===== src/rtl/alpic_pkg.sv =====
// package: constants and types of the converter control block
`default_nettype none
package alpic_pkg;
  ////////////////////////////////////////////////////////////////////////////
  localparam logic [7:0] ADDR_SC    = 8'h00;
  localparam logic [7:0] ADDR_RESH  = 8'h04;
  localparam logic [7:0] ADDR_RESL  = 8'h08;
  localparam logic [7:0] ADDR_CFG   = 8'h0C;
  localparam logic [7:0] ADDR_ISTS  = 8'h10;
  localparam logic [7:0] ADDR_IMSK  = 8'h14;
  ////////////////////////////////////////////////////////////////////////////
  localparam int SC_FLAG_BIT  = 7;
  localparam int SC_IEN_BIT   = 6;
  localparam int SC_CONT_BIT  = 5;
  localparam int CH_W         = 5;
  localparam int CFG_ACLK_BIT = 0;
  localparam int CFG_EXT_BIT  = 1;
  localparam int IST_DONE_BIT = 0;
  localparam int IST_ABRT_BIT = 1;
  localparam int IST_W        = 2;
  localparam int RES_W        = 10;
  ////////////////////////////////////////////////////////////////////////////
  localparam logic [CH_W-1:0]  CH_RST   = 5'h1F;
  localparam logic [IST_W-1:0] IMSK_RST = 2'h0;
  ////////////////////////////////////////////////////////////////////////////
  localparam int CLK_PERIOD_NS = 100;
  localparam int CONV_TIME_NS  = 2000;
  localparam int CONV_CYCLES   =
    (CONV_TIME_NS + CLK_PERIOD_NS - 1) / CLK_PERIOD_NS;
  typedef enum logic [0:0] {ST_IDLE, ST_CONV} alpic_state_t;
endpackage
`default_nettype wire


===== src/rtl/alpic_top.sv =====
// module: converter control with wishbone registers, low power and interrupt
//
// Local design decisions: the register offsets and register access over Wishbone.
`default_nettype none
module alpic_top
  import alpic_pkg::*;
(
  input  wire logic             clk_in,
  input  wire logic             rst_b_in,
  input  wire logic             wb_cyc_in,
  input  wire logic             wb_stb_in,
  input  wire logic             wb_we_in,
  input  wire logic [7:0]       wb_adr_in,
  input  wire logic [31:0]      wb_dat_in,
  input  wire logic [3:0]       wb_sel_in,
  output logic                  wb_ack_out,
  output logic      [31:0]      wb_dat_out,
  input  wire logic             wait_mode_in,
  input  wire logic             stop_mode_in,
  input  wire logic             external_trigger_input_in,
  input  wire logic [RES_W-1:0] sample_data_in,
  output logic                  irq_out,
  output logic                  low_power_out,
  output logic                  conv_active_out,
  output logic      [CH_W-1:0]  channel_select_out
);
  ////////////////////////////////////////////////////////////////////////////
  // reset release
  logic rst_s1_q, rst_b_q;
  always_ff @(posedge clk_in or negedge rst_b_in) begin
    if (!rst_b_in) begin
      rst_s1_q <= 1'b0;
      rst_b_q  <= 1'b0;
    end else begin
      rst_s1_q <= 1'b1;
      rst_b_q  <= rst_s1_q;
    end
  end

  ////////////////////////////////////////////////////////////////////////////
  // external trigger synchroniser and rise detect
  logic trg_s1_q, trg_s2_q, trg_s3_q, trg_lvl_q, trg_lvl_d;
  logic trig_rise_w;
  always_comb begin
    trg_lvl_d   = (trg_s2_q == trg_s3_q) ? trg_s2_q : trg_lvl_q;
    trig_rise_w = trg_lvl_d & ~trg_lvl_q;
  end
  always_ff @(posedge clk_in or negedge rst_b_q) begin
    if (!rst_b_q) begin
      trg_s1_q  <= 1'b0;
      trg_s2_q  <= 1'b0;
      trg_s3_q  <= 1'b0;
      trg_lvl_q <= 1'b0;
    end else begin
      trg_s1_q  <= external_trigger_input_in;
      trg_s2_q  <= trg_s1_q;
      trg_s3_q  <= trg_s2_q;
      trg_lvl_q <= trg_lvl_d;
    end
  end

  ////////////////////////////////////////////////////////////////////////////
  // control state
  alpic_state_t     st_q, st_d;
  logic             flag_q, flag_d;
  logic             ien_q, ien_d;
  logic             cont_q, cont_d;
  logic [CH_W-1:0]  ch_q, ch_d;
  logic             aclk_q, aclk_d;
  logic             ext_q, ext_d;
  logic             halted_q, halted_d;
  logic [IST_W-1:0] ists_q, ists_d;
  logic [IST_W-1:0] imsk_q, imsk_d;
  logic [RES_W-1:0] res_q, res_d;
  logic             irq_q, irq_d;
  logic             lp_q, lp_d;
  logic             act_q, act_d;
  logic             ack_q, ack_d;
  logic [31:0]      rdat_q, rdat_d;
  logic             tmr_start_w, tmr_abort_w, tmr_done_w;
  logic             req_w, wr_w, sc_wr_w, resl_rd_w;
  logic             stop_abort_w, sw_start_w, hw_start_w;

  alpic_conv_timer #(
    .CYCLES (CONV_CYCLES)
  ) u_timer (
    .clk_in   (clk_in),
    .rst_b_in (rst_b_q),
    .start_in (tmr_start_w),
    .abort_in (tmr_abort_w),
    .busy_out (),
    .done_out (tmr_done_w)
  );

  ////////////////////////////////////////////////////////////////////////////
  // bus decode and read mux
  always_comb begin
    req_w     = wb_cyc_in & wb_stb_in;
    wr_w      = req_w & wb_we_in & ack_q & wb_sel_in[0];
    sc_wr_w   = wr_w && (wb_adr_in == ADDR_SC);
    resl_rd_w = req_w & ~wb_we_in & ack_q & (wb_adr_in == ADDR_RESL);
    ack_d     = req_w & ~ack_q;
    rdat_d    = 32'h0000_0000;
    if (ack_d && !wb_we_in) begin
      case (wb_adr_in)
        ADDR_SC: begin
          rdat_d[SC_FLAG_BIT] = flag_q;
          rdat_d[SC_IEN_BIT]  = ien_q;
          rdat_d[SC_CONT_BIT] = cont_q;
          rdat_d[CH_W-1:0]    = ch_q;
        end
        ADDR_RESH: rdat_d[RES_W-9:0] = res_q[RES_W-1:8];
        ADDR_RESL: rdat_d[7:0] = res_q[7:0];
        ADDR_CFG: begin
          rdat_d[CFG_ACLK_BIT] = aclk_q;
          rdat_d[CFG_EXT_BIT]  = ext_q;
        end
        ADDR_ISTS: rdat_d[IST_W-1:0] = ists_q;
        ADDR_IMSK: rdat_d[IST_W-1:0] = imsk_q;
        default:   rdat_d = 32'h0000_0000;
      endcase
    end
  end

  ////////////////////////////////////////////////////////////////////////////
  // conversion control, flags and interrupt
  always_comb begin
    st_d        = st_q;
    flag_d      = flag_q;
    ien_d       = ien_q;
    cont_d      = cont_q;
    ch_d        = ch_q;
    aclk_d      = aclk_q;
    ext_d       = ext_q;
    halted_d    = halted_q;
    ists_d      = ists_q;
    imsk_d      = imsk_q;
    res_d       = res_q;
    tmr_start_w = 1'b0;
    tmr_abort_w = 1'b0;
    // stop only aborts when the converter clock is not kept running
    stop_abort_w = stop_mode_in & ~aclk_q;
    sw_start_w   = sc_wr_w & ~ext_q & ~stop_abort_w;
    hw_start_w   = ext_q & trig_rise_w & ~stop_abort_w & ~halted_q;
    if (sc_wr_w) begin
      ien_d    = wb_dat_in[SC_IEN_BIT];
      cont_d   = wb_dat_in[SC_CONT_BIT];
      ch_d     = wb_dat_in[CH_W-1:0];
      halted_d = 1'b0;
    end
    if (wr_w && wb_adr_in == ADDR_CFG) begin
      aclk_d = wb_dat_in[CFG_ACLK_BIT];
      ext_d  = wb_dat_in[CFG_EXT_BIT];
    end
    if (wr_w && wb_adr_in == ADDR_ISTS) begin
      ists_d = ists_q & ~wb_dat_in[IST_W-1:0];
    end
    if (wr_w && wb_adr_in == ADDR_IMSK) begin
      imsk_d = wb_dat_in[IST_W-1:0];
    end
    if (sc_wr_w || resl_rd_w) begin
      flag_d = 1'b0;
    end
    case (st_q)
      ST_IDLE: begin
        if (sw_start_w || hw_start_w) begin
          tmr_start_w = 1'b1;
          st_d        = ST_CONV;
        end
      end
      ST_CONV: begin
        if (stop_abort_w) begin
          tmr_abort_w          = 1'b1;
          st_d                 = ST_IDLE;
          halted_d             = 1'b1;
          ists_d[IST_ABRT_BIT] = 1'b1;
        end else if (tmr_done_w) begin
          flag_d               = 1'b1;
          res_d                = sample_data_in;
          ists_d[IST_DONE_BIT] = 1'b1;
          if (cont_q && !ext_q && !sc_wr_w) begin
            tmr_start_w = 1'b1;
          end else if (sw_start_w) begin
            tmr_start_w = 1'b1;
          end else begin
            st_d = ST_IDLE;
          end
        end else if (sw_start_w) begin
          tmr_start_w = 1'b1;
        end
      end
      default: st_d = ST_IDLE;
    endcase
    irq_d = (flag_d & ien_d) | (|(ists_d & imsk_d));
    lp_d  = (st_d == ST_IDLE);
    act_d = (st_d != ST_IDLE);
  end

  always_ff @(posedge clk_in or negedge rst_b_q) begin
    if (!rst_b_q) begin
      st_q     <= ST_IDLE;
      flag_q   <= 1'b0;
      ien_q    <= 1'b0;
      cont_q   <= 1'b0;
      ch_q     <= CH_RST;
      aclk_q   <= 1'b0;
      ext_q    <= 1'b0;
      halted_q <= 1'b0;
      ists_q   <= '0;
      imsk_q   <= IMSK_RST;
      res_q    <= '0;
      irq_q    <= 1'b0;
      lp_q     <= 1'b1;
      act_q    <= 1'b0;
      ack_q    <= 1'b0;
      rdat_q   <= 32'h0000_0000;
    end else begin
      st_q     <= st_d;
      flag_q   <= flag_d;
      ien_q    <= ien_d;
      cont_q   <= cont_d;
      ch_q     <= ch_d;
      aclk_q   <= aclk_d;
      ext_q    <= ext_d;
      halted_q <= halted_d;
      ists_q   <= ists_d;
      imsk_q   <= imsk_d;
      res_q    <= res_d;
      irq_q    <= irq_d;
      lp_q     <= lp_d;
      act_q    <= act_d;
      ack_q    <= ack_d;
      rdat_q   <= rdat_d;
    end
  end

  assign wb_ack_out         = ack_q;
  assign wb_dat_out         = rdat_q;
  assign irq_out            = irq_q;
  assign low_power_out      = lp_q;
  assign conv_active_out    = act_q;
  assign channel_select_out = ch_q;

  ////////////////////////////////////////////////////////////////////////////
  // checks
  property p_flag_on_done;
    @(posedge clk_in) disable iff (!rst_b_q)
    (st_q == ST_CONV && tmr_done_w && !stop_abort_w) |=> flag_q;
  endproperty
  a_flag_on_done: assert property (p_flag_on_done)
    else $error("flag not set after conversion end");

  property p_irq_follows;
    @(posedge clk_in) disable iff (!rst_b_q)
    (flag_q && ien_q) |-> irq_out;
  endproperty
  a_irq_follows: assert property (p_irq_follows)
    else $error("interrupt low while flag and enable set");

  property p_irq_quiet;
    @(posedge clk_in) disable iff (!rst_b_q)
    (!(flag_q && ien_q) && ((ists_q & imsk_q) == '0)) |-> !irq_out;
  endproperty
  a_irq_quiet: assert property (p_irq_quiet)
    else $error("interrupt high with no cause");

  property p_wait_runs;
    @(posedge clk_in) disable iff (!rst_b_q)
    (st_q == ST_CONV && wait_mode_in && !stop_mode_in && !tmr_done_w)
      |=> st_q == ST_CONV;
  endproperty
  a_wait_runs: assert property (p_wait_runs)
    else $error("conversion dropped in wait mode");

  property p_single_sleeps;
    @(posedge clk_in) disable iff (!rst_b_q)
    (st_q == ST_CONV && tmr_done_w && !cont_q && !sc_wr_w)
      |=> low_power_out && $stable(ch_q);
  endproperty
  a_single_sleeps: assert property (p_single_sleeps)
    else $error("single conversion did not enter low power");

  property p_stop_abort;
    @(posedge clk_in) disable iff (!rst_b_q)
    (st_q == ST_CONV && stop_mode_in && !aclk_q)
      |=> st_q == ST_IDLE && halted_q && low_power_out;
  endproperty
  a_stop_abort: assert property (p_stop_abort)
    else $error("stop did not abort the conversion");

  property p_halt_idle;
    @(posedge clk_in) disable iff (!rst_b_q)
    (halted_q && !sc_wr_w) |=> st_q == ST_IDLE;
  endproperty
  a_halt_idle: assert property (p_halt_idle)
    else $error("conversion resumed without control write");

  property p_result_hold;
    @(posedge clk_in) disable iff (!rst_b_q)
    !(st_q == ST_CONV && tmr_done_w) |=> $stable(res_q);
  endproperty
  a_result_hold: assert property (p_result_hold)
    else $error("result changed without a completed conversion");

  property p_async_stop_runs;
    @(posedge clk_in) disable iff (!rst_b_q)
    (st_q == ST_CONV && stop_mode_in && aclk_q && !tmr_done_w)
      |=> st_q == ST_CONV;
  endproperty
  a_async_stop_runs: assert property (p_async_stop_runs)
    else $error("conversion dropped in stop with async clock");

  property p_trigger_start;
    @(posedge clk_in) disable iff (!rst_b_q)
    (st_q == ST_IDLE && stop_mode_in && aclk_q && ext_q && trig_rise_w
      && !halted_q) |=> st_q == ST_CONV && conv_active_out;
  endproperty
  a_trigger_start: assert property (p_trigger_start)
    else $error("hardware trigger did not start a conversion");
endmodule
`default_nettype wire


===== src/rtl/alpic_conv_timer.sv =====
// module: conversion duration timer with start, abort and done pulse
`default_nettype none
module alpic_conv_timer
  import alpic_pkg::*;
#(
  parameter int CYCLES = 20
) (
  input  wire logic clk_in,
  input  wire logic rst_b_in,
  input  wire logic start_in,
  input  wire logic abort_in,
  output logic      busy_out,
  output logic      done_out
);
  localparam int CW = $clog2(CYCLES + 1);
  localparam logic [CW-1:0] LAST = CW'(CYCLES - 1);
  logic [CW-1:0] cnt_q, cnt_d;
  logic          busy_q, busy_d;
  logic          done_q, done_d;

  always_comb begin
    cnt_d  = cnt_q;
    busy_d = busy_q;
    done_d = 1'b0;
    if (abort_in) begin
      busy_d = 1'b0;
    end else if (start_in) begin
      busy_d = 1'b1;
      cnt_d  = '0;
    end else if (busy_q) begin
      if (cnt_q == LAST) begin
        busy_d = 1'b0;
        done_d = 1'b1;
      end else begin
        cnt_d = cnt_q + CW'(1);
      end
    end
  end

  always_ff @(posedge clk_in or negedge rst_b_in) begin
    if (!rst_b_in) begin
      cnt_q  <= '0;
      busy_q <= 1'b0;
      done_q <= 1'b0;
    end else begin
      cnt_q  <= cnt_d;
      busy_q <= busy_d;
      done_q <= done_d;
    end
  end

  assign busy_out = busy_q;
  assign done_out = done_q;
endmodule
`default_nettype wire


===== config.mk =====
export PLATFORM = sky130hd
export DESIGN_NAME = alpic_top
export DESIGN_NICKNAME = d
export VERILOG_FILES = /design/src/rtl/alpic_pkg.sv /design/src/rtl/alpic_top.sv /design/src/rtl/alpic_conv_timer.sv
export SDC_FILE = /design/constraint.sdc
export NUM_CORES = 1
export LEC_CHECK = 0
export ABC_AREA = 0
export BUFFER_PORTS_ARGS = -buffer_cell sky130_fd_sc_hd__buf_2
export CORE_MARGIN = 4
export CORE_UTILIZATION = 48
export CTS_CLUSTER_DIAMETER = 80
export CTS_CLUSTER_SIZE = 10
export DETAILED_ROUTE_END_ITERATION = 6
export PLACE_DENSITY = 0.8
export SYNTH_ARGS = -nofsm -noshare
export SYNTH_HDL_FRONTEND = slang
export SYNTH_HIERARCHICAL = 1
export SYNTH_SLANG_ARGS = --single-unit

===== constraint.sdc =====
create_clock -name clk_in -period 2.1 [get_ports clk_in]
set_input_delay 0.105 -clock clk_in [delete_from_list [all_inputs] [get_ports clk_in]]
set_output_delay 0.105 -clock clk_in [all_outputs]
set_load 0.03 [all_outputs]

==> summary.txt, run 1 <==
Logic synthesis
  – Fraction of the yosys area taken by sequential cells: 51.4%
  – Unique cell type count in the Yosys netlist: 49
  – Number of synthesis warnings: 6
  – EDFF count, synth: 0
  – Number of instances in the synthesized netlist: 227
  – Syn Std Cell Area: 2450 um^2
  – Average cell area after synthesis: 10.8 um^2
  – Async set-or-reset flop fraction in the synthesized netlist: 100%
  – Register bit total from synthesis: 50
  – Most instantiated flip-flop cell in the synthesis netlist: dfrtp_1

Clocking
  – Reg clk slew, reported paths: 0.09 ns
  – Clk sink count: 50
  – Clock tree from TritonCTS: yes
  – Max clock buf depth: 2
  – Number of clock buffers inserted by TritonCTS: 5
  – Master cell of the clock root buffer: clkbuf_8
  – Clock insertion delay at the later pin of the skew report: 0.30 ns
  – Depth of the CTS H-tree: 2

Setup path
  – Required time of the critical path: 2.29 ns
  – Maximum net fanout on the critical path: 8
  – Worst setup slack for register-to-register paths: 0.22 ns
  – Worst reg2reg path endpoint: u_timer/cnt_q[1]
  – Data arrival time of the critical path: 2.06 ns
  – Startpoint-to-endpoint class of the critical path: reg -> reg
  – Type of origin of the critical path: flop
  – Cells on worst reg2reg path: 7
  – Startpoint of the worst-slack reg-to-reg timing path: wb_ack_out
  – Endpoint class of the critical path: flop

Drt
  – Vias: 1797
  – Remaining DRCs: 0
  – Number of DRC markers after the initial detailed-route iteration: 79
  – Post-DR wirelength/cell: 13.6 um
  – Total length of routed wires: 4850 um
  – Detail-routed via count per cell: 5.06
  – Detailed-router iteration count before antenna repair: 4
  – Number of nets with antenna violations after routing: 0

Place
  – Standard cell area after detailed placement: 2710 um^2
  – Post-detailed-placement half-perimeter wirelength: 3740 um
  – Final weighted congestion in routability-driven placement: 0.830
  – Number of buffer cells added on primary ports: 49
  – Number of cells after detailed placement: 341

Min path
  – Hold worst-path end: channel_select_out[1]
  – Hold Crit Depth: 3
  – Tightest Hold Check Type: in -> reg
  – Startpoint of the worst hold path: wb_dat_in[1]

STA
  – Slew Limit Fails: 0
  – Max Clk Rate: 0.533 GHz
  – Worst Skew: 0.0103 ns
  – Least-Margin Pin Slew: 0.614 ns
  – Minimum clock period after layout: 1.88 ns
  – Hold slack: 0.0282 ns
  – Max-Slew Margin vs Limit: 59.1%
  – Number of hold violations in the final report: 0
  – RSZ-0062 raised after global routing: no
  – Final Setup Violations: 0
  – Period Utilization, post-route: 89.3%

Floorplan
  – Core Box Area: 4820 um^2
  – Die height: 79.4 um
  – Overall die width: 79.4 um
  – Die Footprint: 6310 um^2
  – Initial standard-cell utilization of the core: 50.8%
  – Placement row count: 25
  – Count of pins on the block boundary: 103

Run status
  – Status: finished clean

Finish
  – Diode insertion count for antenna repair: 0
  – Layout fillers: 423
  – Fraction of layout instances using a drive strength above 1: 33.3%
  – P&R area growth vs syn: 17.3%
  – Finished Core Util: 59.6%
  – Final Non-Filler Cells: 355
  – Net count, final: 350
  – Final non-filler cell area: 2870 um^2

GRT
  – Total overflow reported by the global router: 0
  – Number of global-route vias before repair: 1820
  – Overall fraction of global-route tracks in use: 16.8%
  – First-pass GRT wire length: 8320 um
  – Maximum number of pins on one net before global-route repair: 30
  – Initial antenna violation count: 0

Power and ir drop
  – Post-layout total power: 0.00201 W
  – Power per standard cell area: 701 nW/um^2
  – Leakage power: 1.44 nW
  – Maximum ir drop on the vdd rail: 0.369 mV

Flow run
  – Max-Cap Viols: 0
-- placed cells by master (no fill, tap or decap), types with 3 or more instances in the layout --
master,n
nand4_1,4
a31oi_1,6
a21oi_1,4
nand3_1,3
dfrtp_1,43
a22oi_1,7
and2_1,4
mux2i_1,4
clkbuf_8,5
buf_2,49
nand2b_1,3
buf_4,7
nand2_1,33
mux2_2,17
nor2_1,17
conb_1,25
dlygate4sd3_1,6
dfstp_2,6
-- worst max-delay path, stage by stage, from the launching register on --
cell	delay, ns
dfrtp_1	0.40
and3_1	0.21
and4_1	0.25
a21oi_1	0.08
o31ai_4	0.34
nand4bb_1	0.19
nor2_1	0.05
a221o_1	0.25
-- layout make-up --
cell class / count / area, um^2 / area share (%)
inverters: 3 / 11.3 / 0.392
clock inverters: 3 / 28.8 / 1.00
multi-input cells: 165 / 1060 / 37.0
well taps: 67 / 83.8 / 2.92
repair buffers: 62 / 358 / 12.5
clock buffers: 5 / 68.8 / 2.40
flip-flops and latches: 50 / 1260 / 43.9
-- where the power goes --
group,switching [W],internal [W]
clock network,0.000335,0.000247
registers,0.0000906,0.00103
logic,0.000170,0.000135
total,0.000596,0.00142
-- layer usage --
layer	wire, um	share of wire [%]	track usage (%)
met5	0	0	0
met4	55	1.1	6.53
met3	232	4.8	3.72
met2	2490	51	28.0
met1	2070	43	21.2
-- timing repair --
action / 4_1_cts / 5_1_grt
gates resized for setup: 0 / 2
setup endpoints to repair: 0 / 4
setup buffers: 0 / 0
hold endpoints to repair: 7 / 0
hold buffers: 6 / 0
-- cells in the mapped netlist (all sizes together), types with 3 or more instances --
library cell | instances | area share [%]
dfrtp | 44 | 45
nor4 | 4 | 1.9
inv | 3 | 0.46
a22oi | 8 | 2.7
mux2i | 4 | 1.6
nor2 | 17 | 2.6
buf | 28 | 8.2
nand4 | 4 | 1.0
nand3 | 3 | 0.61
dfstp | 6 | 6.4
and2 | 4 | 1.0
clkbuf | 4 | 0.61
a31oi | 6 | 1.5
mux2 | 17 | 7.8
nand2b | 3 | 0.77
a21oi | 4 | 0.82
nand2 | 33 | 5.1
-- logic make-up after synthesis --
logic type	synth area share, %
and+or+nand+nor	19.0
muxes	9.45
adders and majority gates	0.920
other	0.307
DFF	51.4
AOI/OAI and AO/OA	9.66
buffers and inverters	9.30
-- how the worst max path moves through the flow --
stage	start	to
detailed placement	wb_adr_in[4]	u_timer/cnt_q[0]
finish	wb_ack_out	u_timer/cnt_q[1]
floorplan	wb_ack_out	u_timer/cnt_q[1]
global placement	wb_adr_in[4]	u_timer/cnt_q[0]
global route	wb_ack_out	u_timer/cnt_q[0]
CTS	wb_ack_out	u_timer/cnt_q[0]
-- state kept, by name, indices dropped and copies added (netlist names), 2 cells and up --
register and flops:
u_timer/cnt_q 5, imsk_q 2, wb_dat_out 8, ists_q 2, res_q 10, channel_select_out 5
-- per-stage QoR --
| step | setup slack [ns] | setup TNS, ns |
|---|---|---|
| 5_1_grt | 0.0312 | 0 |
| 2_1_floorplan | 0.0163 | 0 |
| 3_3_place_gp | 0.0502 | 0 |
| 4_1_cts | 0.0537 | 0 |
| 3_5_place_dp | -0.00619 | -0.00619 |
| 6_report | 0.225 | 0 |
Power figures use the tool's default switching activity.
==> run 2: changes to the inputs <==
- CELL_PAD_IN_SITES_DETAIL_PLACEMENT: default -> 2
- CELL_PAD_IN_SITES_GLOBAL_PLACEMENT: default -> 2
- CORE_UTILIZATION: 48 -> 30
- GPL_ROUTABILITY_DRIVEN: default -> 0
- PLACE_DENSITY: 0.8 -> default
- PLACE_DENSITY_LB_ADDON: default -> 0.1
- clock period: 2.1 -> 2.2 ns (I/O delays scaled with it)
==> run 2 against run 1 <==
Compared with the run above:
- sequential cell count is the same
- register-to-register slack gained 0.05 ns
- global-route usage shrank 3.5 points
- non-clock buffer count shrank 1
- combinational power shrank 3%
- clock-buffer cell count is the same
- largest cell class unchanged
==> summary.txt, run 2 (same netlist as run 1, synthesis figures left out) <==
GRT
  – Initial antenna violation count: 0
  – First-pass GRT wire length: 10400 um
  – Maximum number of pins on one net before global-route repair: 27
  – Total overflow reported by the global router: 0
  – Number of global-route vias before repair: 2017
  – Overall fraction of global-route tracks in use: 13.3%

Setup path
  – Startpoint-to-endpoint class of the critical path: reg -> reg
  – Endpoint class of the critical path: flop
  – Required time of the critical path: 2.38 ns
  – Type of origin of the critical path: flop
  – CP cell instances: and3_1, and4_1, a21oi_1, o31ai_2, inv_1, o221ai_1, o21ai_0
  – Worst-path cell with the longest stage delay: dfrtp_1
  – Worst reg2reg path endpoint: u_timer/cnt_q[0]
  – Maximum net fanout on the critical path: 5
  – Top cell family by delay on the critical path: compound AO/OA/AOI/OAI gates
  – Buffers & Inverters on Critical Path: 1
  – Critical Path Max Stage Delay: 0.40 ns
  – Startpoint of the worst-slack reg-to-reg timing path: wb_ack_out
  – Worst setup slack for register-to-register paths: 0.27 ns
  – Cells on worst reg2reg path: 7
  – Data arrival time of the critical path: 2.11 ns

Finish
  – Highest-count cells in the layout ignoring fill and taps: 49 x buf_2, 43 x dfrtp_1, 33 x nand2_1, 25 x conb_1
  – Fraction of layout instances using a drive strength above 1: 32.8%
  – Flip-flop count of the largest register after layout: 10
  – Net count, final: 349
  – Final Non-Filler Cells: 389
  – P&R area growth vs syn: 18.8%
  – Diode insertion count for antenna repair: 0
  – Register name with the most flops: res_q
  – Commonest non-fill, non-tap cell in the layout: buf_2
  – Final non-filler cell area: 2910 um^2

Floorplan
  – Placement row count: 32
  – Die height: 98.3 um
  – Count of pins on the block boundary: 103
  – Overall die width: 98.3 um
  – Initial standard-cell utilization of the core: 31.2%
  – Core Box Area: 7850 um^2
  – Die Footprint: 9670 um^2

Drt
  – Vias: 1854
  – Number of nets with antenna violations after routing: 0
  – Detailed-router iteration count before antenna repair: 4
  – Number of DRC markers after the initial detailed-route iteration: 33
  – Detail-routed via count per cell: 4.77
  – Remaining DRCs: 0
  – Post-DR wirelength/cell: 16.4 um
  – Total length of routed wires: 6390 um

Clocking
  – Number of clock buffers inserted by TritonCTS: 5
  – Number of buffers added for setup after CTS: 0
  – Clk sink count: 50
  – Clock tree from TritonCTS: yes
  – Depth of the CTS H-tree: 2
  – Number of buffers added to fix hold violations after cts: 6
  – Clock insertion delay at the later pin of the skew report: 0.31 ns
  – Master cell of the clock root buffer: clkbuf_8
  – Reg clk slew, reported paths: 0.10 ns
  – Max clock buf depth: 2
  – Post-CTS resize count: 0

STA
  – Final WS setup: 0.272 ns
  – Period Utilization, post-route: 87.6%
  – TNS Setup: 0 ns
  – Minimum clock period after layout: 1.93 ns
  – Slew Limit Fails: 0
  – Number of hold violations in the final report: 0
  – Max-Slew Margin vs Limit: 64.5%
  – Least-Margin Pin Slew: 0.532 ns
  – RSZ-0062 raised after global routing: no
  – Final Setup Violations: 0
  – Max Clk Rate: 0.519 GHz
  – Worst Skew: 0.0100 ns

Min path
  – Startpoint of the worst hold path: wb_dat_in[0]
  – Hold worst-path end: channel_select_out[0]
  – Hold Crit Depth: 3
  – Tightest Hold Check Type: in -> reg

Power and ir drop
  – Leakage power: 1.43 nW
  – Power per standard cell area: 666 nW/um^2
  – Post-layout total power: 0.00194 W
  – Maximum ir drop on the vdd rail: 0.351 mV

Place
  – Post-detailed-placement half-perimeter wirelength: 4890 um
  – Number of cells after detailed placement: 375
  – Standard cell area after detailed placement: 2760 um^2
  – Number of buffer cells added on primary ports: 49
  – DP Worst Slack: 0.108 ns

Flow run
  – Max-Cap Viols: 0

Run status
  – Status: finished clean
==> run 2: cell count changes in the layout (fill, tap and decap cells not counted) <==
cell and delta:
inv_1 +1, inv_6 +1, o31ai_4 -1, clkinvlp_4 +2, buf_12 +1, inv_8 -1
buf_4 -2, o31ai_2 +1, clkinv_4 -2, inv_2 -1
==> run 2: how the worst max path moves through the flow <==
stage	from	end	slack (ns)	cells after the start
floorplan	wb_ack_out	u_timer/cnt_q[1]	0.12	8
global placement	wb_adr_in[4]	u_timer/cnt_q[0]	0.14	8
detailed placement	wb_adr_in[4]	u_timer/cnt_q[0]	0.11	8
CTS	wb_ack_out	u_timer/cnt_q[0]	0.22	7
global route	wb_ack_out	u_timer/cnt_q[0]	0.09	7
finish	wb_ack_out	u_timer/cnt_q[0]	0.27	7
==> run 2: cell type report <==
type                            count  area [um^2]
Fill cell                         912         4940
Sequential cell                    50         1260
Multi-Input combinational cell    165         1050
Timing Repair Buffer               61          363
Tap cell                          102          128
Clock buffer                        5         68.8
Clock inverter                      3         23.8
Inverter                            3         11.3
==> run 2: per-layer routing <==
layer  routed length (um)  vias up  GRT usage [%]
met3                  299        4           2.79
met4                   44        0           2.52
met2                 3220       42           23.0
li1                     -      873              -
met5                    0        -              0
met1                 2820      935           17.3
==> run 2: report_power, final <==
| group | switching, W | internal, W | total [W] |
|---|---|---|---|
| combinational | 0.000168 | 0.000129 | 0.000297 |
| sequential | 0.0000868 | 0.000988 | 0.00107 |
| clock | 0.000335 | 0.000228 | 0.000564 |
| total | 0.000590 | 0.00135 | 0.00194 |
==> run 2: worst register-to-register path, cell delays in order, from the launching register on <==
cell and delay [ns]:
dfrtp_1 0.40, and3_1 0.21, and4_1 0.27, a21oi_1 0.07, o31ai_2 0.34, inv_1 0.18, o221ai_1 0.21, o21ai_0 0.11
==> run 2: stage by stage <==
stage,util [%],hold slack (ns)
3_5_place_dp,35.1,-0.102
6_report,37.1,0.0277
3_3_place_gp,35.1,-0.105
5_1_grt,37.1,0.0134
4_1_cts,37.1,0.0178
2_1_floorplan,-,-0.186
